File: config.mk
export PLATFORM = sky130hd
export DESIGN_NAME = rtsas_top
export DESIGN_NICKNAME = d
export VERILOG_FILES = /design/src/hw/rtsas_pkg.sv /design/src/hw/rtsas_top.sv
export VERILOG_INCLUDE_DIRS = /design/src /design/src/hw
export SDC_FILE = /design/constraint.sdc
export NUM_CORES = 1
export LEC_CHECK = 0
export BUFFER_PORTS_ARGS = -buffer_cell sky130_fd_sc_hd__buf_2
export CORE_ASPECT_RATIO = 1.1
export CORE_MARGIN = 2
export CORE_UTILIZATION = 57
export DETAILED_ROUTE_END_ITERATION = 10
export PLACE_DENSITY = 0.86
export SLEW_MARGIN = 30
export SYNTH_ARGS = -nofsm -noshare
export SYNTH_HDL_FRONTEND = slang
export SYNTH_SLANG_ARGS = --single-unit
File: constraint.sdc
create_clock -name clk_sys_i -period 4.1 [get_ports clk_sys_i]
set_clock_uncertainty 0.05 [all_clocks]
set_input_delay 0.41 -clock clk_sys_i [delete_from_list [all_inputs] [get_ports clk_sys_i]]
set_output_delay 0.41 -clock clk_sys_i [all_outputs]
set_load 0.01 [all_outputs]
File: src/hw/rtsas_map.svh
// register map, field positions, reset values and timing figures
`ifndef RTSAS_MAP_SVH
`define RTSAS_MAP_SVH

// ----------------------------------------------------------------------
// register offsets (byte addresses)
// ----------------------------------------------------------------------
`define RTSAS_CTRL_OFS 8'h00
`define RTSAS_STAT_OFS 8'h04
`define RTSAS_IRQ_ST_OFS 8'h08
`define RTSAS_IRQ_MK_OFS 8'h0C

// ----------------------------------------------------------------------
// field positions and reset values
// ----------------------------------------------------------------------
`define RTSAS_CTRL_SEL_LO 0
`define RTSAS_CTRL_SEL_HI 1
`define RTSAS_CTRL_CARRIER 2
`define RTSAS_CTRL_RST 3'h0
`define RTSAS_IRQ_STREAM 0
`define RTSAS_IRQ_BITERR 1
`define RTSAS_IRQ_RST 2'h0
`define RTSAS_STAT_RTS 0
`define RTSAS_STAT_TEST 1
`define RTSAS_STAT_DCD 2
`define RTSAS_STAT_STREAM 3
`define RTSAS_ZERO32 32'h0000_0000

// ----------------------------------------------------------------------
// timing figures
// ----------------------------------------------------------------------
`define RTSAS_CLK_NS 25
`define RTSAS_TICK_NS 1000000
`define RTSAS_SHORT_MS 12500
`define RTSAS_LONG_MS 50000

`endif

File: src/hw/rtsas_pkg.sv
// types shared by the anti-stream and indicator block
package rtsas_pkg;

  // timeout selection decoded from the two select bits
  typedef enum logic [1:0] {SEL_OFF, SEL_SHORT, SEL_LONG} rtsas_sel_t;

  // anti-stream timer states
  typedef enum logic [1:0] {TMR_IDLE, TMR_TIMING, TMR_STREAM} rtsas_tmr_t;

  // whole state of the block
  typedef struct packed {
    rtsas_tmr_t tmr;
    logic [15:0] presc;
    logic [15:0] ticks;
    logic [2:0] ctrl;
    logic [1:0] irq_st;
    logic [1:0] irq_mk;
    logic pready;
    logic pslverr;
    logic [31:0] prdata;
    logic rts_out;
    logic dcd;
    logic tx_en;
    logic led_td;
    logic led_rd;
    logic led_rts;
    logic led_cd;
    logic led_test;
    logic led_err;
    logic irq;
  } rtsas_state_t;

endpackage : rtsas_pkg

File: src/hw/rtsas_top.sv
// anti-stream timer, carrier control and front-panel indicators
//
// Functional notes
// - timer gates RTS only when enabled; disabled passes RTS untouched
// - timer starts when terminal raises RTS
// - RTS high past timeout forces internal RTS low
// - timeout lights error indicator red
// - RTS drop clears timer and turns error indicator off
// - timeout selectable between short and long period
// - during a test, error indicator shows bit errors
// - outside a test, error indicator shows streaming condition
// - test indicator on while pattern test or loopback runs
// - TD and RD indicators follow their lines, green high, red low
// - RTS and CD indicators green high, red low
// - carrier detect output and indicator follow line carrier
// - constant-carrier master keeps transmitter on always
// - RTS-controlled slave enables carrier only while gated RTS high
// - select decode: off/off off, off/on short, on/off long, on/on short
// - actual timeout not shorter than nominal, at most half longer
`timescale 1ns/10ps
`include "rtsas_map.svh"

module rtsas_top
  import rtsas_pkg::*;
#(
  parameter int PRESCALE = `RTSAS_TICK_NS / `RTSAS_CLK_NS,
  // tick count per period; ratio taken first so the product stays inside an int
  parameter int SHORT_TICKS = `RTSAS_SHORT_MS * (1000000 / `RTSAS_TICK_NS),
  parameter int LONG_TICKS = `RTSAS_LONG_MS * (1000000 / `RTSAS_TICK_NS)
) (
  input wire logic clk_sys_i,
  input wire logic reset_n_i,
  input wire logic psel_i,
  input wire logic penable_i,
  input wire logic pwrite_i,
  input wire logic [7:0] paddr_i,
  input wire logic [31:0] pwdata_i,
  output logic [31:0] prdata_o,
  output logic pready_o,
  output logic pslverr_o,
  input wire logic rts_dte_i,
  input wire logic txd_i,
  input wire logic rxd_i,
  input wire logic line_carrier_i,
  input wire logic ber_test_i,
  input wire logic loop_test_i,
  input wire logic bit_error_i,
  output logic rts_int_o,
  output logic dcd_o,
  output logic line_tx_en_o,
  output logic led_td_green_o,
  output logic led_rd_green_o,
  output logic led_rts_green_o,
  output logic led_cd_green_o,
  output logic led_test_o,
  output logic led_err_o,
  output logic irq_o
);

  // ----------------------------------------------------------------------
  // helpers
  // ----------------------------------------------------------------------

  function automatic rtsas_sel_t sel_decode(input logic hi, input logic lo);
    if (!hi && !lo) begin
      return SEL_OFF;
    end else if (hi && !lo) begin
      return SEL_LONG;
    end
    return SEL_SHORT;
  endfunction : sel_decode

  function automatic logic [15:0] tick_limit(input rtsas_sel_t sel);
    return (sel == SEL_LONG) ? 16'(LONG_TICKS) : 16'(SHORT_TICKS);
  endfunction : tick_limit

  // ----------------------------------------------------------------------
  // state
  // ----------------------------------------------------------------------
  rtsas_state_t s_q;
  rtsas_state_t s_d;
  rtsas_sel_t sel;
  logic [15:0] lim;
  logic hit;
  logic acc;
  logic commit;
  logic ev_stream;
  logic ev_biterr;
  logic [1:0] w1c;
  logic [31:0] rd_val;

  assign sel = sel_decode(s_q.ctrl[`RTSAS_CTRL_SEL_HI], s_q.ctrl[`RTSAS_CTRL_SEL_LO]);
  assign lim = tick_limit(sel);

  // address decode, shared by read and write
  assign hit = (paddr_i == `RTSAS_CTRL_OFS) || (paddr_i == `RTSAS_STAT_OFS) ||
               (paddr_i == `RTSAS_IRQ_ST_OFS) || (paddr_i == `RTSAS_IRQ_MK_OFS);
  assign acc = psel_i && penable_i && !s_q.pready;
  assign commit = psel_i && penable_i && s_q.pready && pwrite_i && hit;

  // read mux; status shows live block state
  always_comb begin
    rd_val = `RTSAS_ZERO32;
    if (paddr_i == `RTSAS_CTRL_OFS) begin
      rd_val[2:0] = s_q.ctrl;
    end else if (paddr_i == `RTSAS_STAT_OFS) begin
      rd_val[`RTSAS_STAT_RTS] = rts_dte_i;
      rd_val[`RTSAS_STAT_TEST] = s_q.led_test;
      rd_val[`RTSAS_STAT_DCD] = s_q.dcd;
      rd_val[`RTSAS_STAT_STREAM] = (s_q.tmr == TMR_STREAM);
    end else if (paddr_i == `RTSAS_IRQ_ST_OFS) begin
      rd_val[1:0] = s_q.irq_st;
    end else if (paddr_i == `RTSAS_IRQ_MK_OFS) begin
      rd_val[1:0] = s_q.irq_mk;
    end
  end

  // ----------------------------------------------------------------------
  // next state
  // ----------------------------------------------------------------------
  always_comb begin
    s_d = s_q;
    ev_stream = 1'b0;
    w1c = 2'h0;

    // apb: answer one cycle into the access phase, commit on pready
    s_d.pready = acc;
    s_d.pslverr = acc && !hit;
    if (acc) begin
      s_d.prdata = rd_val;
    end
    if (commit) begin
      if (paddr_i == `RTSAS_CTRL_OFS) begin
        s_d.ctrl = pwdata_i[2:0];
      end else if (paddr_i == `RTSAS_IRQ_ST_OFS) begin
        w1c = pwdata_i[1:0];
      end else if (paddr_i == `RTSAS_IRQ_MK_OFS) begin
        s_d.irq_mk = pwdata_i[1:0];
      end
    end

    // anti-stream timer; a select change takes effect at once
    unique case (s_q.tmr)
      TMR_IDLE: begin
        if (sel != SEL_OFF && rts_dte_i) begin
          s_d.tmr = TMR_TIMING;
          s_d.presc = 16'h0000;
          s_d.ticks = 16'h0000;
        end
      end
      TMR_TIMING: begin
        if (!rts_dte_i || sel == SEL_OFF) begin
          s_d.tmr = TMR_IDLE;
        end else if (s_q.presc == 16'(PRESCALE - 1)) begin
          s_d.presc = 16'h0000;
          // prescaler restarts with RTS, so no early expiry
          if (s_q.ticks >= lim - 16'h0001) begin
            s_d.tmr = TMR_STREAM;
            ev_stream = 1'b1;
          end else begin
            s_d.ticks = s_q.ticks + 16'h0001;
          end
        end else begin
          s_d.presc = s_q.presc + 16'h0001;
        end
      end
      TMR_STREAM: begin
        // wait for the terminal to let go
        if (!rts_dte_i || sel == SEL_OFF) begin
          s_d.tmr = TMR_IDLE;
        end
      end
    endcase

    s_d.rts_out = rts_dte_i && (s_d.tmr != TMR_STREAM);
    // carrier follows gated RTS only in RTS-controlled mode
    s_d.tx_en = s_d.ctrl[`RTSAS_CTRL_CARRIER] ? s_d.rts_out : 1'b1;
    s_d.dcd = line_carrier_i;
    s_d.led_cd = line_carrier_i;
    // bicolour indicators: 1 is green, 0 is red
    s_d.led_td = txd_i;
    s_d.led_rd = rxd_i;
    s_d.led_rts = rts_dte_i;
    s_d.led_test = ber_test_i || loop_test_i;
    // error indicator multiplexed on test mode
    s_d.led_err = s_d.led_test ? bit_error_i : (s_d.tmr == TMR_STREAM);

    // sticky events; a new event wins over a clear in the same cycle
    ev_biterr = s_d.led_test && bit_error_i;
    s_d.irq_st = (s_q.irq_st & ~w1c) | {ev_biterr, ev_stream};
    s_d.irq = |(s_d.irq_st & s_d.irq_mk);
  end

  // single register for the whole state
  always_ff @(posedge clk_sys_i or negedge reset_n_i) begin
    if (!reset_n_i) begin
      s_q <= '{tmr: TMR_IDLE, presc: 16'h0000, ticks: 16'h0000,
               ctrl: `RTSAS_CTRL_RST, irq_st: `RTSAS_IRQ_RST,
               irq_mk: `RTSAS_IRQ_RST, pready: 1'b0, pslverr: 1'b0,
               prdata: `RTSAS_ZERO32, rts_out: 1'b0, dcd: 1'b0,
               tx_en: 1'b1, led_td: 1'b0, led_rd: 1'b0, led_rts: 1'b0,
               led_cd: 1'b0, led_test: 1'b0, led_err: 1'b0, irq: 1'b0};
    end else begin
      s_q <= s_d;
    end
  end

  // outputs straight from the state register
  assign prdata_o = s_q.prdata;
  assign pready_o = s_q.pready;
  assign pslverr_o = s_q.pslverr;
  assign rts_int_o = s_q.rts_out;
  assign dcd_o = s_q.dcd;
  assign line_tx_en_o = s_q.tx_en;
  assign led_td_green_o = s_q.led_td;
  assign led_rd_green_o = s_q.led_rd;
  assign led_rts_green_o = s_q.led_rts;
  assign led_cd_green_o = s_q.led_cd;
  assign led_test_o = s_q.led_test;
  assign led_err_o = s_q.led_err;
  assign irq_o = s_q.irq;
endmodule : rtsas_top

==> results of run 1 <==
[Yosys cell counts, types with 3 or more instances]
| master | number | area [um^2] |
|---|---|---|
| nor4_1 | 3 | 18.8 |
| mux2_2 | 4 | 45.0 |
| o21a_1 | 3 | 22.5 |
| and4_1 | 3 | 26.3 |
| o21ai_0 | 32 | 160 |
| nand4_1 | 8 | 50.1 |
| inv_1 | 11 | 41.3 |
| and3_1 | 13 | 81.3 |
| buf_4 | 34 | 255 |
| nand3b_1 | 3 | 22.5 |
| clkbuf_1 | 5 | 18.8 |
| nand2_1 | 56 | 210 |
| a21oi_1 | 19 | 95.1 |
| a211oi_1 | 3 | 22.5 |
| nand3_1 | 14 | 70.1 |
| o211ai_1 | 4 | 30.0 |
| mux2i_1 | 15 | 150 |
| a22o_1 | 5 | 43.8 |
| dfrtp_1 | 55 | 1380 |
| o31ai_1 | 5 | 37.5 |
| buf_1 | 3 | 11.3 |
| ha_1 | 11 | 138 |
| or3_1 | 4 | 25.0 |
| nand2b_1 | 10 | 62.6 |
| nor2_1 | 13 | 48.8 |
[through the flow]
step                instances  worst slack [ps]
global placement          471               902
global route              479               568
floorplan                 397              1500
finish                    479               788
detailed placement        471               897
CTS                       479               800
[metal layers]
layer	global-route usage	share of wire	vias up	wire length [um]
met1	0.273	0.42	1306	2870
met2	0.386	0.52	80	3610
li1	-	-	1322	-
met3	0.0362	0.046	13	316
met5	0	0	-	0
met4	0.0747	0.016	0	109
[critical path: stages (launching register included)]
cell,delay (ps)
dfrtp_1,430
nor2b_1,320
inv_1,240
ha_1,350
a21oi_1,200
a21oi_1,100
a211oi_1,440
o211ai_2,450
a211oi_1,410
mux2i_1,250
[cell families after synthesis]
logic type	count (synthesis)
compound gates	84
xor+xnor	2
flops	56
simple gates	140
buf+inv	55
fa+ha+maj	11
mux	21
other cells	1
[worst paths after layout]
path / to / depth (start not counted) / start / slack (ps)
setup / recovery: s_q[61]$_DFFE_PN0P_ / 9 / s_q[49]$_DFFE_PN0P_ / 790
hold / removal: led_cd_green_o$_DFF_PN0_ / 1 / reset_n_i / 10
setup reg to reg: s_q[61]$_DFFE_PN0P_ / 9 / s_q[49]$_DFFE_PN0P_ / 790
hold reg to reg: prdata_o[2]$_DFFE_PN0P_ / 2 / prdata_o[2]$_DFFE_PN0P_ / 450
max in group asynchronous: line_tx_en_o$_DFF_PN1_ / 2 / reset_n_i / 3150
min in group clk_sys_i: led_cd_green_o$_DFF_PN0_ / 1 / line_carrier_i / 140
[flip-flops by register name (all words and copies together) (netlist names)]
register         count
led_td_green_o       1
led_rts_green_o      1
pslverr_o            1
led_cd_green_o       1
prdata_o             4
irq_o                1
led_err_o            1
line_tx_en_o         1
led_test_o           1
rts_int_o            1
s_q                 41
pready_o             1
led_rd_green_o       1
[placed cells by master (no fill, tap or decap), types with 10 or more instances in the layout]
cell      Yosys  layout
nand2_1      56      56
o21ai_0      32      31
dfrtp_1      55      55
nor2_1       13      13
nand3_1      14      14
ha_1         11      11
mux2i_1      15      15
inv_1        11      11
and3_1       13      13
conb_1        1      28
buf_2         1      38
a21oi_1      19      19
nand2b_1     10      10
[area by class of cell]
type	instances	area [um^2]	share of cell area
multi-input cells	286	1740	0.486
flip-flops and latches	56	1400	0.391
repair buffers	41	213	0.0593
well taps	77	96.3	0.0269
clock buffers	5	68.8	0.0192
inverters	11	41.3	0.0115
clock inverters	3	21.3	0.00593
[power breakdown]
part,switching (mW),internal [mW]
sequential,0.00256,0.558
combinational,0.0510,0.0228
clock,0.188,0.122
total,0.242,0.703
==> out/summary.md, run 1 <==
The worst setup path is launched from a flip-flop. Synthesis inferred 56 register bits. The depth of the CTS H-tree was 2; the number of port buffers was 38.

The transition time at the pin with the least slew margin is 834 ps, and the total wire length after detailed routing is 6910 um. The TritonCTS sink count was 56. After clock tree synthesis, the setup repair step added 0 buffers. The initial antenna violation count was 0; the static leakage was 1.72 nW. The netlist area before placement is 0.00339 mm^2, and the total number of placement rows is 29. The number of warning messages in the yosys log is 0. The average routed wire per standard cell was 14.4 um.

Die span in x: 77.5 um. The min-delay analysis places its worst path in the category in -> async. The most common flop cell mapped by yosys is dfrtp_1. The worst setup path is captured at a flip-flop.

The I/O pin count is 96, and the share of synthesized cell area in full adder, half adder and majority cells is 0.0406. 0 antenna diodes ended up in the layout. The number of nets still failing antenna checks after routing is 0, and the ratio of cells with drive above 1 in the final layout is 0.152. After routing the design area is 0.00359 mm^2.

Timing would allow up to 302 MHz. The layout-stage area growth over the synthesis result was 5.87%; the power density of the placed cells was 263 mW/mm^2. After synthesis, the netlist uses 50 different library cells.

The sequential area share after synthesis was 0.414; the global placement routability congestion was 0.832. The proportion of register bits with asynchronous set or reset after synthesis is 1.00. After detailed routing, the number of remaining DRC violations is 0. Summed over all nets, the half-perimeter wirelength after detailed placement is 5020 um.

Multiplexer fraction of the synthesized cell area: 0.0709. The number of standard cells after synthesis was 370. The worst setup path is of the reg -> reg kind. The net count of the finished layout is 464. The smallest clock period supported by the final layout is computed as 3310 ps. From bottom edge to top edge, the die measures 84.8 um.

After clock tree synthesis, the flow added hold-fix buffers numbering 0. After detailed routing, the number of vias per cell comes to 5.68. The final setup violation count is 0.

The via count of the first global-routing pass was 2667; the maximum net fanout on the critical path was 20. In this run the standard cell core region covers 0.00577 mm^2. The post-layout utilization of the core came out at 0.622. The fraction of synthesized cell area in xor and xnor cells came out at 0.00517. The max-slew violation count was 0. The pre-antenna-repair detailed-routing pass consisted of 5 iterations. The logs give 3500 ps for the arrival time of data at the critical path endpoint and 0.219 for the total routing usage reported by global routing.

The iteration-0 DRC count of the detailed router came out at 247. The logs give 0.587 for the initial core utilization and 0.00658 mm^2 for the area of the die. For the worst-case headroom to the max-slew limit, the log shows 0.442.

Clock tree synthesis inserted a total of 5 buffers. The critical path required time is 4290 ps, and the clock slew at the register clock pins of the worst setup and hold paths is 100 ps. The number of gates resized after CTS was 0. The number of flops mapped to enable cells by yosys works out to 0. The run gives 0 as the max-cap violation count. A synthesized cell averages 9.15 um^2. Setup repair after global routing left no endpoint under its margin.

The part of the cycle the worst path needs is 0.808, and the total power draw is 0.944 mW. VDD sags by at most 152 uV. Across all hold checks on the routed design, the worst slack comes to 9.78 ps.

The tools report the number of fill cells as 475. After synthesis, the largest family of logic cells by area is simple AND/OR/NAND/NOR gates. Across all layers, the routed design uses 2721 vias.

TritonCTS built the clock tree. Largest net degree at the start of global routing: 33. In this run the deepest clock path goes through 2 buffers.

Once placement finished, the instance area stood at 0.00350 mm^2. The tools report the leftover overflow at the end of global routing as 0. The flow ran to the end, and the final reports show no timing, DRC or antenna violations. The clock reaches the later pin of the worst-skew pair after 320 ps.

Fraction of the mapped netlist area in compound gates: 0.156. The simple-gate share of the synthesized area came out at 0.211. The number of hold violations in the final report was 0.

Clock root buffer master: clkbuf_8. The total negative setup slack came out at 0 ps. The first global-routing pass estimated 11800 um of wire.
Power figures use the tool's default switching activity.
==> run 2: changes to the inputs <==
Settings changed: CORE_UTILIZATION 57 to 53, PLACE_DENSITY 0.86 to 0.81.
Clock period 4.1 ns to 3.35 ns, I/O delays scaled along.
==> run 2 against run 1 <==
  * Hold slack gained 36 ps
  * Sequential share of layout area decreased by 0.62 points
  * Highest routed layer unchanged
  * Power increased by 30%
==> out/summary.md, run 2 (synthesis gave the netlist of run 1 again) <==
The power density of the placed cells was 336 mW/mm^2. STA classifies the critical path endpoint as a flip-flop. Setup violations remaining at the end of the flow were counted as 0. Detailed placement ended at an HPWL of 4900 um. Buffers added to address setup during post-CTS repair amount to 0. Max-cap violations in this run came to 0. The via count of the first global-routing pass came out at 2654. More flip-flops sit in one register than any other, and that register is s_q. The pre-antenna-repair detailed-routing pass consisted of 4 iterations. Ratio of cells with drive above 1 in the final layout: 0.160. The max-slew violation count was 0.

The logs give 0.00353 mm^2 for the instance area at placement and 0.00619 mm^2 for the floorplan core area. The count of cells resized by post-cts repair was 0; the vias per cell was 5.64. Measured in cells, the most critical reg-to-reg path has a length of 10. The power share of the sequential group was 0.561; the final cell area excluding filler cells was 0.00364 mm^2. For this run the aggregate overflow at the end of global routing stands at 0. The tools report the element type at the critical path start as a flip-flop. The floorplan step set the die width to 80.2 um. For the post-layout net count, the log shows 468. The hold buffer count at cts was 0.

The run gives 2742 as the total vias in the final route. The average routed wire per standard cell works out to 13.7 um. For the total number of placement rows, the log shows 30. The die covers 0.00705 mm^2.

The total routing usage reported by global routing was 0.204; the worst ir drop on vdd was 180 uV. After detailed routing, the number of remaining DRC violations is 0. The library cell used most frequently in the layout, excluding fill and tap cells, is nand2_1.

The critical path required time came out at 3530 ps. During placement, the flow inserted port buffers numbering 38. Summed over all cells, the static leakage comes to 1.74 nW. From synthesis to final layout, the design area changed by 7.57%. The clock passes through at most 2 buffers.

In this design, the stage delay of the slowest critical-path cell is 410 ps. The logs give 5 for the number of clock buffers inserted by TritonCTS and 0.938 mW for the internal cell power. Final critical delay including setup and external delays: 3060 ps. The library cells used most frequently in the layout, excluding fill and tap cells, are 56 x nand2_1, 55 x dfrtp_1, 38 x buf_2. Traced cell by cell, the critical path runs through nor2b_2 -> inv_1 -> ha_1 -> or3_1 -> a221oi_1 -> o31a_1 -> o211ai_2 -> buf_4 -> a211oi_1 -> mux2i_1.

The fraction of power consumed by the clock network came out at 0.365. The critical path start-end classification was reg -> reg. For the number of nets still failing antenna checks after routing, the log shows 0.

Total power for the finished layout comes to 1.22 mW. For this block, the initial DRC count from the detailed router was 154. The slack of the worst reg-to-reg path is 290 ps, and the initial core utilization is 0.547.

The initial antenna violation count came out at 0. Hold is met by 45.4 ps. The highest achievable clock rate came out at 326 MHz. The congestion estimate from routability-driven global placement came to 0.825. In this run the power spent charging and discharging nets is 0.286 mW. The maximum net fanout on the critical path came out at 10.

The height of the die is 87.8 um. For the number of hold violations in the final report, the log shows 0. For the number of antenna cells inserted, the log shows 0. The H-tree was split into 2 levels.

The I/O pin count was 96; the clock slew at the register clock pins of the worst setup and hold paths was 100 ps. Clock root buffer master: clkbuf_8. Cell with the largest stage delay on the worst path: dfrtp_1. Arrival time of data at the critical path endpoint: 3240 ps. Setup repair after global routing left no endpoint under its margin. For the pin with the worst max-slew slack, the measured transition is 804 ps. The flow ran to the end, and the final reports show no timing, DRC or antenna violations. Wires add up to 6660 um.

The first global-routing pass estimated 11700 um of wire. The part of the cycle the worst path needs is 0.914, and the net switching fraction of the power is 0.233. The insertion delay to the later sink of the worst-skew pair was 310 ps; the share of power burned in combinational logic was 0.074. TritonCTS built the clock tree. The tools report the worst-case headroom to the max-slew limit as 0.463. In this run the worst hold path is classified as in -> async. After routing, the total negative slack on setup checks comes to 0 ps.

Largest net degree at the start of global routing: 36. The TritonCTS sink count is 56. The register with the most flip-flops in the layout has 41 of them.
[run 2: cell types whose count changed in the layout (fill, tap and decap cells not counted), sizes merged]
| cell | change |
|---|---|
| clkbuf | +1 |
| clkinvlp | -1 |
| bufinv | +1 |
| buf | +4 |
| clkinv | -1 |
[run 2: final timing paths]
check,from,end
max,s_q[49]$_DFFE_PN0P_,s_q[61]$_DFFE_PN0P_
min,reset_n_i,led_err_o$_DFF_PN0_
max reg2reg,s_q[49]$_DFFE_PN0P_,s_q[61]$_DFFE_PN0P_
min reg2reg,prdata_o[2]$_DFFE_PN0P_,prdata_o[2]$_DFFE_PN0P_
max in group asynchronous,reset_n_i,s_q[78]$_DFFE_PN0P_
min in group clk_sys_i,txd_i,led_td_green_o$_DFF_PN0_
[run 2: critical path: cells and delay by family (launching register included)]
family	cells	cell delay (ps)
buffers and inverters	2	420
AND/OR/NAND/NOR	2	620
AO/OA/AOI/OAI	4	1040
flip-flops	1	410
adder cells (fa/ha/maj)	1	220
multiplexers	1	220
[run 2: area by class of cell]
cell class,instances,area [um^2]
Clock buffer,6,72.6
Multi-Input combinational cell,286,1750
Clock inverter,2,38.8
Inverter,11,41.3
Timing Repair Buffer,45,243
Tap cell,80,100
Fill cell,537,2550
Sequential cell,56,1400
[run 2: routing by layer]
metal / up-vias / GRT usage / wire length [um]
met5: - / 0 / 0
met4: 0 / 0.0555 / 32
met3: 4 / 0.0340 / 303
met2: 79 / 0.356 / 3430
met1: 1321 / 0.263 / 2890
li1: 1338 / - / -
[run 2: per-stage QoR]
stage / util / setup WS (ps) / instances
floorplan: - / 747 / 397
global placement: 0.570 / 271 / 478
detailed placement: 0.570 / 190 / 478
CTS: 0.588 / 181 / 486
global route: 0.588 / 96.2 / 486
finish: 0.588 / 287 / 486
[run 2: power groups by stage]
stage,logic (mW),clock network [mW],registers (mW)
after floorplan,0.0696,0,0.703
after global placement,0.0892,0,0.699
after detailed placement,0.0914,0,0.699
after CTS,0.0915,0.460,0.686
after global routing,0.104,0.484,0.687
final,0.0910,0.446,0.686
